$ cat config.mk
export PLATFORM = sky130hd
export DESIGN_NAME = bad_core
export DESIGN_NICKNAME = d
export VERILOG_FILES = /design/src/rtl/bad_pkg.sv /design/src/rtl/bad_core.sv
export SDC_FILE = /design/constraint.sdc
export NUM_CORES = 2
export LEC_CHECK = 0
export BUFFER_PORTS_ARGS = -buffer_cell sky130_fd_sc_hd__buf_4
export CAP_MARGIN = 20
export CELL_PAD_IN_SITES_DETAIL_PLACEMENT = 0
export CELL_PAD_IN_SITES_GLOBAL_PLACEMENT = 1
export CORE_MARGIN = 1.5
export CORE_UTILIZATION = 40
export CTS_BUF_LIST = sky130_fd_sc_hd__clkbuf_16
export DETAILED_ROUTE_END_ITERATION = 10
export PLACE_DENSITY_LB_ADDON = 0.1
export SLEW_MARGIN = 20
export SYNTH_ARGS = -nofsm -noshare
export SYNTH_HDL_FRONTEND = slang
export SYNTH_SLANG_ARGS = --single-unit
$ cat constraint.sdc
create_clock -name clk -period 10.57 [get_ports clk]
set_clock_uncertainty 0.1 [all_clocks]
set_input_delay 1.057 -clock clk [delete_from_list [all_inputs] [get_ports clk]]
set_output_delay 1.057 -clock clk [all_outputs]
set_load 0.02 [all_outputs]
$ cat src/rtl/bad_pkg.sv
// Purpose: shared constants and carriers for the branch and ALU decode block
// Assumes: 32-bit instructions, combined program counter and status word
// Notes:   APB offsets are byte addresses of 32-bit words
package bad_pkg;

  // condition codes, top four bits of every instruction
  localparam logic [3:0] COND_EQUAL = 4'h0;
  localparam logic [3:0] COND_NE = 4'h1;
  localparam logic [3:0] COND_CS = 4'h2;
  localparam logic [3:0] COND_CC = 4'h3;
  localparam logic [3:0] COND_MI = 4'h4;
  localparam logic [3:0] COND_PL = 4'h5;
  localparam logic [3:0] COND_VS = 4'h6;
  localparam logic [3:0] COND_VC = 4'h7;
  localparam logic [3:0] COND_HI = 4'h8;
  localparam logic [3:0] COND_LS = 4'h9;
  localparam logic [3:0] COND_GE = 4'hA;
  localparam logic [3:0] COND_LT = 4'hB;
  localparam logic [3:0] COND_GT = 4'hC;
  localparam logic [3:0] COND_LE = 4'hD;
  localparam logic [3:0] COND_ALWAYS = 4'hE;
  localparam logic [3:0] COND_NEVER = 4'hF;

  // ALU opcodes
  localparam logic [3:0] OP_AND = 4'h0;
  localparam logic [3:0] OP_EOR = 4'h1;
  localparam logic [3:0] OP_SUB = 4'h2;
  localparam logic [3:0] OP_RSB = 4'h3;
  localparam logic [3:0] OP_ADD = 4'h4;
  localparam logic [3:0] OP_ADC = 4'h5;
  localparam logic [3:0] OP_SBC = 4'h6;
  localparam logic [3:0] OP_RSC = 4'h7;
  localparam logic [3:0] OP_TEST_AND = 4'h8;
  localparam logic [3:0] OP_TEST_XOR = 4'h9;
  localparam logic [3:0] OP_COMPARE_SUB = 4'hA;
  localparam logic [3:0] OP_COMPARE_ADD = 4'hB;
  localparam logic [3:0] OP_ORR = 4'hC;
  localparam logic [3:0] OP_MOV = 4'hD;
  localparam logic [3:0] OP_BIC = 4'hE;
  localparam logic [3:0] OP_MVN = 4'hF;
  localparam logic [1:0] OP_TEST_HI = 2'h2;

  // instruction classes and register indexes
  localparam logic [2:0] CLS_BRANCH     = 3'h5;
  localparam logic [1:0] CLS_ALU        = 2'h0;
  localparam logic [3:0] IDX_LINK       = 4'hE;
  localparam logic [3:0] IDX_PC         = 4'hF;
  localparam logic [23:0] PREFETCH_WORDS = 24'h000002;
  localparam logic [23:0] NEXT_WORD      = 24'h000001;
  localparam int unsigned BRANCH_SHIFT  = 2;

  // APB map
  localparam logic [7:0] OFS_CTRL     = 8'h00;
  localparam logic [7:0] OFS_STATUS   = 8'h04;
  localparam logic [7:0] OFS_REG_SEL  = 8'h08;
  localparam logic [7:0] OFS_REG_DATA = 8'h0C;
  localparam int unsigned CTRL_RUN_BIT = 0;

  typedef struct packed {
    logic [3:0]  cond;
    logic [1:0]  cls;
    logic        immediate_flag;
    logic [3:0]  opcode;
    logic        set_flags_bit;
    logic [3:0]  operand_first_reg;
    logic [3:0]  dest_reg;
    logic [11:0] operand_two;
  } bad_alu_t;

  typedef struct packed {
    logic [3:0]  cond;
    logic [2:0]  cls;
    logic        link;
    logic [23:0] offset;
  } bad_branch_t;

  typedef struct packed {
    logic        neg_flag;
    logic        zero_flag;
    logic        carry_flag;
    logic        ovf_flag;
    logic        irq_off;
    logic        firq_off;
    logic [23:0] pc_word;
    logic [1:0]  mode;
  } bad_r15_t;

  localparam bad_r15_t R15_RST = 32'h0C000003;

endpackage

$ cat src/rtl/bad_core.sv
// Purpose: decode and execute branch, branch_with_link and ALU-class instructions
// Assumes: fetch path presents words in program order and refetches after a redirect
// Notes:   one instruction per accepted cycle; registers and status_word live here
//
// Implementation choices: register access over APB and the register offsets.

module bad_core
  import bad_pkg::*;
(
  // clock and reset
  input  wire logic        clk,
  input  wire logic        rst_n,
  input  wire logic        ce,
  // instruction stream
  input  wire logic        instr_valid,
  input  wire logic [31:0] instr_data,
  output logic             instr_ready,
  // program counter reload from a load_multiple
  input  wire logic        stack_pc_valid,
  input  wire logic [31:0] stack_pc_word,
  input  wire logic        stack_restore,
  // fetch redirect
  output logic             fetch_redirect,
  output logic [25:0]      fetch_target,
  // APB slave
  input  wire logic        psel,
  input  wire logic        penable,
  input  wire logic        pwrite,
  input  wire logic [7:0]  paddr,
  input  wire logic [31:0] pwdata,
  output logic [31:0]      prdata,
  output logic             pready,
  output logic             pslverr
);

  ////////////////////////////////////////////////////////////////////////////
  // state
  logic [31:0] gpr [0:13];
  logic [31:0] link_bank [0:3];
  bad_r15_t    r15;
  logic        run;
  logic [3:0]  reg_sel;

  function automatic logic cond_pass(input logic [3:0] c, input bad_r15_t s);
    logic p;
    p = 1'b0;
    case (c)
      COND_EQUAL: p = s.zero_flag;
      COND_NE: p = !s.zero_flag;
      COND_CS: p = s.carry_flag;
      COND_CC: p = !s.carry_flag;
      COND_MI: p = s.neg_flag;
      COND_PL: p = !s.neg_flag;
      COND_VS: p = s.ovf_flag;
      COND_VC: p = !s.ovf_flag;
      COND_HI: p = s.carry_flag && !s.zero_flag;
      COND_LS: p = !s.carry_flag || s.zero_flag;
      COND_GE: p = s.neg_flag == s.ovf_flag;
      COND_LT: p = s.neg_flag != s.ovf_flag;
      COND_GT: p = !s.zero_flag && (s.neg_flag == s.ovf_flag);
      COND_LE: p = s.zero_flag || (s.neg_flag != s.ovf_flag);
      COND_ALWAYS: p = 1'b1;
      default: p = 1'b0;
    endcase
    return p;
  endfunction

  // r15 reads as the prefetched value, two words ahead
  function automatic logic [31:0] reg_read(input logic [3:0] idx);
    bad_r15_t v;
    v = r15;
    v.pc_word = r15.pc_word + PREFETCH_WORDS;
    if (idx == IDX_PC) begin
      return v;
    end else if (idx == IDX_LINK) begin
      return link_bank[r15.mode];
    end
    return gpr[idx];
  endfunction

  function automatic logic [31:0] rotr(input logic [31:0] v, input logic [4:0] amt);
    logic [5:0] back;
    back = 6'h20 - {1'b0, amt};
    return (v >> amt) | (v << back);
  endfunction

  ////////////////////////////////////////////////////////////////////////////
  // decode
  bad_alu_t    ai;
  bad_branch_t bi;
  logic        accept;
  logic        cond_ok;
  logic        exec;
  logic        is_branch;
  logic        is_alu;
  logic [25:0] off_bytes;
  logic [25:0] branch_target;
  logic [23:0] branch_word;
  bad_r15_t    link_value;

  assign ai          = instr_data;
  assign bi          = instr_data;
  // load_multiple reload owns the cycle; a bubble follows every redirect
  assign instr_ready = ce && run && !fetch_redirect && !stack_pc_valid;
  assign accept      = instr_valid && instr_ready;
  assign cond_ok     = cond_pass(ai.cond, r15);
  assign exec        = accept && cond_ok;
  assign is_branch   = bi.cls == CLS_BRANCH;
  assign is_alu      = ai.cls == CLS_ALU;

  assign off_bytes     = {bi.offset, 2'h0};
  assign branch_target = {r15.pc_word + PREFETCH_WORDS, 2'h0} + off_bytes;
  assign branch_word   = branch_target[25:BRANCH_SHIFT];

  always_comb begin
    link_value         = r15;
    link_value.pc_word = r15.pc_word + NEXT_WORD;
  end

  ////////////////////////////////////////////////////////////////////////////
  // operand two and ALU
  logic [31:0] op1;
  logic [31:0] shift_src;
  logic [31:0] op2;
  logic [4:0]  amt;
  logic [31:0] x;
  logic [31:0] y;
  logic        cin;
  logic        arith;
  logic [32:0] sum;
  logic [31:0] res;
  logic        res_c;
  logic        res_v;
  logic        writes_result;

  // register file reads inside a function need a process that tracks them
  always_comb begin
    op1       = reg_read(ai.operand_first_reg);
    shift_src = reg_read(ai.operand_two[3:0]);
  end

  // register counts use the low five bits only; zero leaves shift_src unshifted
  always_comb begin
    amt = ai.operand_two[4] ? 5'(reg_read(ai.operand_two[11:8])) : ai.operand_two[11:7];
    op2 = shift_src;
    if (ai.immediate_flag) begin
      op2 = rotr({24'h000000, ai.operand_two[7:0]}, {ai.operand_two[11:8], 1'b0});
    end else if (!(ai.operand_two[4] && amt == 5'h00)) begin
      case (ai.operand_two[6:5])
        2'h0:    op2 = shift_src << amt;
        2'h1:    op2 = (amt == 5'h00) ? 32'h0 : shift_src >> amt;
        2'h2:    op2 = (amt == 5'h00) ? {32{shift_src[31]}} : 32'($signed(shift_src) >>> amt);
        default: op2 = (amt == 5'h00) ? {r15.carry_flag, shift_src[31:1]} : rotr(shift_src, amt);
      endcase
    end
  end

  always_comb begin
    x     = op1;
    y     = op2;
    cin   = 1'b0;
    arith = 1'b1;
    case (ai.opcode)
      OP_SUB, OP_COMPARE_SUB: begin
        y   = ~op2;
        cin = 1'b1;
      end
      OP_RSB: begin
        x   = op2;
        y   = ~op1;
        cin = 1'b1;
      end
      OP_ADD, OP_COMPARE_ADD: cin = 1'b0;
      OP_ADC: cin = r15.carry_flag;
      OP_SBC: begin
        y   = ~op2;
        cin = r15.carry_flag;
      end
      OP_RSC: begin
        x   = op2;
        y   = ~op1;
        cin = r15.carry_flag;
      end
      default: arith = 1'b0;
    endcase
  end

  assign sum = {1'b0, x} + {1'b0, y} + {32'h0, cin};

  always_comb begin
    res_c = r15.carry_flag;
    res_v = r15.ovf_flag;
    case (ai.opcode)
      OP_AND, OP_TEST_AND: res = op1 & op2;
      OP_EOR, OP_TEST_XOR: res = op1 ^ op2;
      OP_ORR:         res = op1 | op2;
      OP_MOV:         res = op2;
      OP_BIC:         res = op1 & ~op2;
      OP_MVN:         res = ~op2;
      default:        res = sum[31:0];
    endcase
    if (arith) begin
      res_c = sum[32];
      res_v = (x[31] == y[31]) && (sum[31] != x[31]);
    end
  end

  // opcodes 10xx are the test forms
  assign writes_result = ai.opcode[3:2] != OP_TEST_HI;

  logic alu_go;
  logic alu_to_pc;
  logic br_go;
  logic link_go;
  logic apb_wr;
  logic reg_wr;

  assign alu_go    = exec && is_alu;
  assign alu_to_pc = alu_go && writes_result && ai.dest_reg == IDX_PC;
  assign br_go     = exec && is_branch;
  assign link_go   = br_go && bi.link;
  assign apb_wr    = ce && psel && penable && pwrite;
  // register window writes only while halted, so no second writer races the core
  assign reg_wr    = apb_wr && paddr == OFS_REG_DATA && !run;

  ////////////////////////////////////////////////////////////////////////////
  // program counter and status_word
  always_ff @(posedge clk or negedge rst_n) begin
    if (!rst_n) begin
      r15 <= R15_RST;
    end else if (ce) begin
      if (stack_pc_valid) begin
        r15.pc_word <= stack_pc_word[25:2];
        if (stack_restore) begin
          r15 <= stack_pc_word;
        end
      end else if (reg_wr && reg_sel == IDX_PC) begin
        r15 <= pwdata;
      end else if (br_go) begin
        r15.pc_word <= branch_word;
      end else if (alu_to_pc) begin
        r15.pc_word <= res[25:2];
        if (ai.set_flags_bit) begin
          r15 <= res;
        end
      end else if (accept) begin
        r15.pc_word <= r15.pc_word + NEXT_WORD;
        if (alu_go && ai.set_flags_bit) begin
          r15.neg_flag   <= res[31];
          r15.zero_flag  <= res == 32'h0;
          r15.carry_flag <= res_c;
          r15.ovf_flag   <= res_v;
        end
      end
    end
  end

  ////////////////////////////////////////////////////////////////////////////
  // link_register banks
  always_ff @(posedge clk or negedge rst_n) begin
    if (!rst_n) begin
      for (int i = 0; i < 4; i++) begin
        link_bank[i] <= 32'h0;
      end
    end else if (ce) begin
      if (link_go) begin
        link_bank[r15.mode] <= link_value;
      end else if (alu_go && writes_result && ai.dest_reg == IDX_LINK) begin
        link_bank[r15.mode] <= res;
      end else if (reg_wr && reg_sel == IDX_LINK) begin
        link_bank[r15.mode] <= pwdata;
      end
    end
  end

  // general registers
  genvar g;
  generate
    for (g = 0; g < 14; g++) begin : g_gpr
      always_ff @(posedge clk or negedge rst_n) begin
        if (!rst_n) begin
          gpr[g] <= 32'h0;
        end else if (ce) begin
          if (alu_go && writes_result && ai.dest_reg == 4'(g)) begin
            gpr[g] <= res;
          end else if (reg_wr && reg_sel == 4'(g)) begin
            gpr[g] <= pwdata;
          end
        end
      end
    end
  endgenerate

  ////////////////////////////////////////////////////////////////////////////
  // fetch redirect
  always_ff @(posedge clk or negedge rst_n) begin
    if (!rst_n) begin
      fetch_redirect <= 1'b0;
      fetch_target   <= 26'h0;
    end else if (ce) begin
      fetch_redirect <= br_go || alu_to_pc || stack_pc_valid;
      if (stack_pc_valid) begin
        fetch_target <= {stack_pc_word[25:2], 2'h0};
      end else if (br_go) begin
        fetch_target <= branch_target;
      end else if (alu_to_pc) begin
        fetch_target <= {res[25:2], 2'h0};
      end
    end
  end

  ////////////////////////////////////////////////////////////////////////////
  // APB registers
  logic mapped;

  assign mapped  = paddr == OFS_CTRL || paddr == OFS_STATUS || paddr == OFS_REG_SEL || paddr == OFS_REG_DATA;
  assign pready  = ce;
  assign pslverr = psel && penable && !mapped;

  always_ff @(posedge clk or negedge rst_n) begin
    if (!rst_n) begin
      run     <= 1'b0;
      reg_sel <= 4'h0;
    end else if (apb_wr) begin
      if (paddr == OFS_CTRL) begin
        run <= pwdata[CTRL_RUN_BIT];
      end
      if (paddr == OFS_REG_SEL) begin
        reg_sel <= pwdata[3:0];
      end
    end
  end

  // read data is captured in the setup cycle, so the access phase needs no wait
  always_ff @(posedge clk or negedge rst_n) begin
    if (!rst_n) begin
      prdata <= 32'h0;
    end else if (ce && psel && !penable) begin
      case (paddr)
        OFS_CTRL:     prdata <= {31'h0, run};
        OFS_STATUS:   prdata <= r15;
        OFS_REG_SEL:  prdata <= {28'h0, reg_sel};
        OFS_REG_DATA: prdata <= (reg_sel == IDX_PC) ? 32'(r15) : reg_read(reg_sel);
        default:      prdata <= 32'h0;
      endcase
    end
  end

  logic [23:0] pc_word_now;
  logic [31:0] link_now;
  logic [3:0]  flags_now;
  logic [23:0] res_word;

  assign pc_word_now = r15.pc_word;
  assign link_now    = link_bank[r15.mode];
  assign flags_now   = {r15.neg_flag, r15.zero_flag, r15.carry_flag, r15.ovf_flag};
  assign res_word    = res[25:2];
endmodule

After elaboration in Yosys (flattened, before gate mapping)
Cells that the tools add are included.
Storage, ports and cells
  word-level logic and storage cells: 379
  register bits: 672
Operators by class
  reductions and logical operators: 131
  shift operators: 6
  $lt $le $gt $ge: 6
  equality and inequality tests: 79
  muxes and demuxes: 106
  add/subtract/negate cells: 7
  bitwise operators: 13
Operators by type and width (count)
  $mux W32: 56
  $bmux W32 S4: 4
  $bwmux W128: 3
  $mux W128: 3
  $pmux W32 S6: 1
  $eq A4 B4 Y1 const B: 37
  $pmux W32 S4: 1
  $or A32 B32 Y32: 3
  $pmux W32 S3: 1
  $mux W26: 3
  $mux W24: 3
  $and A32 B32 Y32: 2
  $bmux W32 S2: 1
  $demux W32 S2: 1
  $eq A4 B3 Y1 const B: 16
  $not A32 Y32: 2
  $pmux W32 S2: 1
  $logic_and A1 B1 Y1: 55
  $reduce_and A2 Y1: 19
  $add A32 B32 Y33: 1
  $add A33 B1 Y33: 1
  $eq A4 B2 Y1 const B: 8
  $logic_not A32 Y1: 1
  $shl A32 B5 Y32: 1
  50 further kinds: 124

Longest topological paths before layout
  word-level depth: 28
  mapped depth: 51
  mapped depth without buffers: 38

Worst setup path after synthesis
OpenSTA, ideal clock, no wires.
  path kind: input port to flip-flop
  start: in instr_data[8]
  end: reg r15 (netlist bit flags_now[2])
  path slack: -0.312 ns
  data required time: 10.378 ns
  stages on the path: 47
  buffers on the path: 11
  data arrival time: 10.690 ns
  path through: buf_6 -> buf_6 -> buf_4 -> buf_1 -> clkinv_1 -> ha_1 -> or3b_1 -> o221ai_1 -> a21bo_2 -> o31a_1 -> buf_6 -> inv_8 -> buf_12 -> buf_6 -> buf_2 -> buf_2 -> buf_2 -> ha_1 -> [11 not listed] -> nand2_1 -> fa_1 -> fa_1 -> a21oi_1 -> nor2_1 -> o31ai_1 -> a31oi_1 -> o21ba_2 -> a41oi_1 -> a21oi_1 -> nand2b_1 -> nand2_1 -> o41ai_1 -> o21ai_0 -> xor2_1 -> a211oi_2 -> or4b_2 -> o31ai_2
On the way
  word-level cells in the longest chain between the ends: 25
RTL lines
  from (decl): line bad_core.sv:16  | input wire logic [31:0] instr_data,
  $not A4 Y5 (implied by the code): line bad_core.sv:78  | return gpr[idx];
  $bmux W32 S4: line bad_core.sv:78
  $mux W5 (implied by the code) (2 in series): line bad_core.sv:78
  $mux W5: line bad_core.sv:78
  $mux W5: line bad_core.sv:144  | amt = ai.operand_two[4] ? 5'(reg_read(ai.operand_two[11:8])) : ai.operand_two[11:7];
  $sub A6 B5 Y6: line bad_core.sv:83  | back = 6'h20 - {1'b0, amt};
  $shl A32 B6 Y32: line bad_core.sv:84  | return (v >> amt) | (v << back);
  $or A32 B32 Y32: line bad_core.sv:84
  [8 not listed]
  $pmux W32 S6 (*): line bad_core.sv:193  | case (ai.opcode)
  $logic_not A32 Y1: line bad_core.sv:250  | r15.zero_flag <= res == 32'h0;
  $mux W4: line bad_core.sv:248  | if (alu_go && ai.set_flags_bit) begin
  $mux W4: line bad_core.sv:246  | end else if (accept) begin
  $mux W4 (*): line bad_core.sv:241  | end else if (alu_to_pc) begin
  $mux W6 (*): line bad_core.sv:239  | end else if (br_go) begin
  $mux W32 (*): line bad_core.sv:237  | end else if (reg_wr && reg_sel == IDX_PC) begin
  $mux W32 (*): line bad_core.sv:232  | if (stack_pc_valid) begin
  to (signal assigned): line bad_core.sv:235  | r15 <= stack_pc_word;
  to (signal assigned): line bad_core.sv:238  | r15 <= pwdata;
  to (signal assigned): line bad_core.sv:244  | r15 <= res;
  to (decl): line bad_core.sv:40  | bad_r15_t r15;
Mark *: on every way between the ends. The rest lies on a longest branch, timed or not. The select of a mux whose other input is x is not followed.
A chain may end at the register's enable or synchronous reset.

Final worst setup path
  start: reg r15 (netlist bit link_value[0])
  end: reg gpr[95] in the netlist's numbering
On the way
  word-level cells in the longest chain between the ends: 21
RTL lines
  $not A2 Y3
  $bmux W32 S2
  $mux W32 (implied by the code) (2 in series): line bad_core.sv:76  | return link_bank[r15.mode];
  $mux W5: line bad_core.sv:75  | end else if (idx == IDX_LINK) begin
  $mux W5: line bad_core.sv:73  | if (idx == IDX_PC) begin
  $mux W5: line bad_core.sv:78
  $mux W5: line bad_core.sv:144
  $sub A6 B5 Y6: line bad_core.sv:83
  [4 not listed]
  $mux W32: line bad_core.sv:148  | end else if (!(ai.operand_two[4] && amt == 5'h00)) begin
  $mux W32: line bad_core.sv:146  | if (ai.immediate_flag) begin
  $not A32 Y32
  $pmux W32 S2: line bad_core.sv:163  | case (ai.opcode)
  $add A32 B32 Y33: line bad_core.sv:188  | assign sum = {1'b0, x} + {1'b0, y} + {32'h0, cin};
  $add A33 B1 Y33: line bad_core.sv:188
  $pmux W32 S6 (*): line bad_core.sv:193
  $mux W32 (*): line bad_core.sv:284  | if (alu_go && writes_result && ai.dest_reg == 4'(g)) begin
  to (signal, indexed assignment): line bad_core.sv:285  | gpr[g] <= res;
  to (signal, indexed assignment): line bad_core.sv:287  | gpr[g] <= pwdata;
  to (decl): line bad_core.sv:38  | logic [31:0] gpr [0:13];
Marked as above.

==> flow_metrics.tcl <==
set metrics [dict create \
    synthMuxAreaShare_pct 24.5 \
    synth_flop_cell "dfrtp_1" \
    synth_top_family_by_area "multiplexers" \
    syn-instance-count 7000 \
    synth.avg_cell_area_um2 8.60 \
    wirelength_mm 363 \
    endpoint_kind "register" \
    finalPower_uw 9040 \
    path_class "reg2reg" \
    finalSetupTns_ns 0 \
    hold_viol 0 \
    layout_common_cells "nand2_1 (921), dfrtp_1 (662), nor2_1 (631), a21oi_1 (619), o21ai_0 (616)" \
    outcome "finished clean" \
    path_clk_slew_ns 0.06 \
    globalplace.congestion 1.10 \
    root_buffer "clkbuf_16" \
    rsz0062_at_grt "false" \
    port_buffers 172 \
    cts_htree_levels 3 \
    ant_nets 0 \
    grtUsageTotal_pct 46.7 \
    clk_latency_ns 0.74 \
    power.leakage_uw 0.0272 \
    r2r_start "link_value[0]" \
    drt_pass1_iterations 9 \
    vias 63600 \
    synthXorXnorAreaFrac_pct 1.38 \
    cts_buffers 86 \
    maxSlewViolCount 0 \
    ios 175 \
    ctsHoldBuffers 0 \
    yosysTopAreaCellShare_pct 27.7 \
    ys_top_cells_by_area "dfrtp_1 (28%), mux4_2 (12%), mux2i_1 (9.7%)" \
    area_delta_synth_final_pct 13.4 \
    cts_tree "built" \
    synth_seq_cells 670 \
    synth_cell_types 125 \
    yosysTopAreaCell "dfrtp_1" \
    whs_ns 0.321 \
    finalCritPeriodShare_pct 96.7 \
    reg2reg_depth 29 \
    setup_violations 0 \
    grt_pass1_wl_mm 499 \
    grt_start_max_net_pins 136 \
    netlist_area_um2 60200 \
    final_common_cell "nand2_1" \
    post-route-min-period_ns 10.22 \
    power_density_nw_per_um2 132 \
    synth_compound_gate_area_share_pct 23.9 \
    hold_path_class "in2async" \
    path_max_fanout 25 \
    overflow 0 \
    dieWidth_um 391 \
    cap_violations 0 \
    antenna_found_initial 22 \
    clock-sinks 670 \
    synth_fa_ha_area_share_pct 2.03 \
    stdcell_area_um2 68300 \
    hpwlAfterDp_mm 258 \
    dieArea_um2 153000 \
    start_util_pct 40.2 \
    grt_pass1_vias 60200 \
    yosys.area_share.simple_pct 14.9 \
    startpoint "link_value[0]" \
    async_flop_share_pct 100 \
    nets 7248 \
    ys_seq_area_share_pct 27.9 \
    drive_gt1_share_pct 19.8 \
    peakVddDrop_v 0.000130 \
    slowest_stage "dfstp_4" \
    synth_edf_count 0 \
    wl_per_cell_um 39.7 \
    synth_warnings 0 \
    critical_path.startpoint_type "register" \
    core-area_um2 150000 \
    chipHeight_um 391 \
    tightest_slew_ns 1.34 \
    slowest_delay_ns 1.01 \
    drtIter0Drc 8743 \
    slew_headroom_pct 10.6 \
    row_count 142 \
    vias_per_cell 6.96 \
    placed_area_um2 65400 \
    fmaxAchievable_mhz 97.9 \
    crit_required_ns 11.09 \
    drc_errors 0 \
    arrival_ns 10.74 \
    clk_path_buf_depth 3 \
]
-- path summary, 6_finish.rpt --
kind,to,slack [ns]
hold / removal,gpr[347],0.32
setup reg to reg,gpr[95],0.35
setup / recovery,gpr[95],0.35
hold reg to reg,link_bank[61],0.37
max in group asynchronous,gpr[132],7.70
min in group clk,link_bank[61],0.37
-- state kept, by name, indices dropped and copies added, names as in the netlist --
| name | flops |
|---|---|
| reg_sel | 4 |
| fetch_target | 24 |
| link_bank | 128 |
| pc_word_now | 24 |
| prdata | 32 |
| link_value | 4 |
| fetch_redirect | 1 |
| flags_now | 4 |
| run | 1 |
| gpr | 448 |
-- through the flow --
stage          worst slack, ns  cells  util, %
2_1_floorplan           0.0217   7001        -
3_3_place_gp             0.206   8966     43.7
3_5_place_dp             0.148   8966     43.7
4_1_cts                  0.377   9122     45.5
5_1_grt                0.00834   9125     45.6
6_report                 0.351   9130     45.6
-- routing by layer --
metal	wire [um]	vias to the layer above	track usage (%)	part of all wire, %
met5	136	-	0	0.037
met4	37200	22	38.2	10
met3	45000	1352	15.6	12
met2	148000	4620	65.9	41
met1	133000	31300	57.7	37
li1	-	26300	-	-
-- cell type report --
| type | instances | area [um^2] |
|---|---|---|
| inverters | 70 | 270 |
| well taps | 2016 | 2520 |
| repair buffers | 628 | 4980 |
| multi-input cells | 5583 | 41000 |
| flip-flops and latches | 670 | 16800 |
| clock buffers | 87 | 2180 |
| fillers | 14900 | 81300 |
| diodes | 7 | 17.5 |
| clock inverters | 69 | 529 |
-- worst max-delay path, delay by kind of cell (launching register included) --
kind | cells | cell delay (ns)
xor gates and xnor gates | 1 | 0.07
muxes | 3 | 1.48
and+or+nand+nor | 6 | 1.12
adders and majority gates | 2 | 0.58
buffers and inverters | 4 | 1.13
DFF | 1 | 1.01
AOI/OAI and AO/OA | 13 | 4.59
-- timing repair --
| item | CTS | global route |
|---|---|---|
| setup buffers | 0 | 0 |
| endpoints found under the setup margin | 0 | 39 |
| gates resized for setup | 0 | 4 |
-- report_power, final --
group          leakage [uW]  internal [uW]  switching, uW  total (uW)
logic                0.0166           1040           2380        3420
registers           0.00924           2610            103        2710
clock network       0.00141           1600           1310        2910
total                0.0272           5250           3790        9040
-- cells in the mapped netlist (24+ instances only) --
library cell	number
nand2_1	928
dfrtp_1	666
nor2_1	656
a21oi_1	634
o21ai_0	620
mux2i_1	583
clkbuf_1	472
mux4_2	332
mux2_2	121
nor3_1	112
a211oi_1	111
nand3_1	108
o211ai_1	105
o22ai_1	99
buf_2	94
ha_1	93
a31oi_1	92
xnor2_1	67
o221ai_1	65
inv_1	64
buf_1	61
a22oi_1	54
nor2b_1	53
o21a_1	48
a21o_1	39
a221o_1	39
nand2b_1	37
a221oi_1	35
o31ai_1	35
o41ai_1	31
xor2_1	28
a211o_1	26
nor4_1	24
-- kinds of logic after synthesis --
kind of cell / count (synthesis)
compound gates: 2269
simple gates: 2079
mux: 1042
buf+inv: 748
flops: 670
fa+ha+maj: 96
xor+xnor: 95
other cells: 1
(Power assumes the default switching activity.)
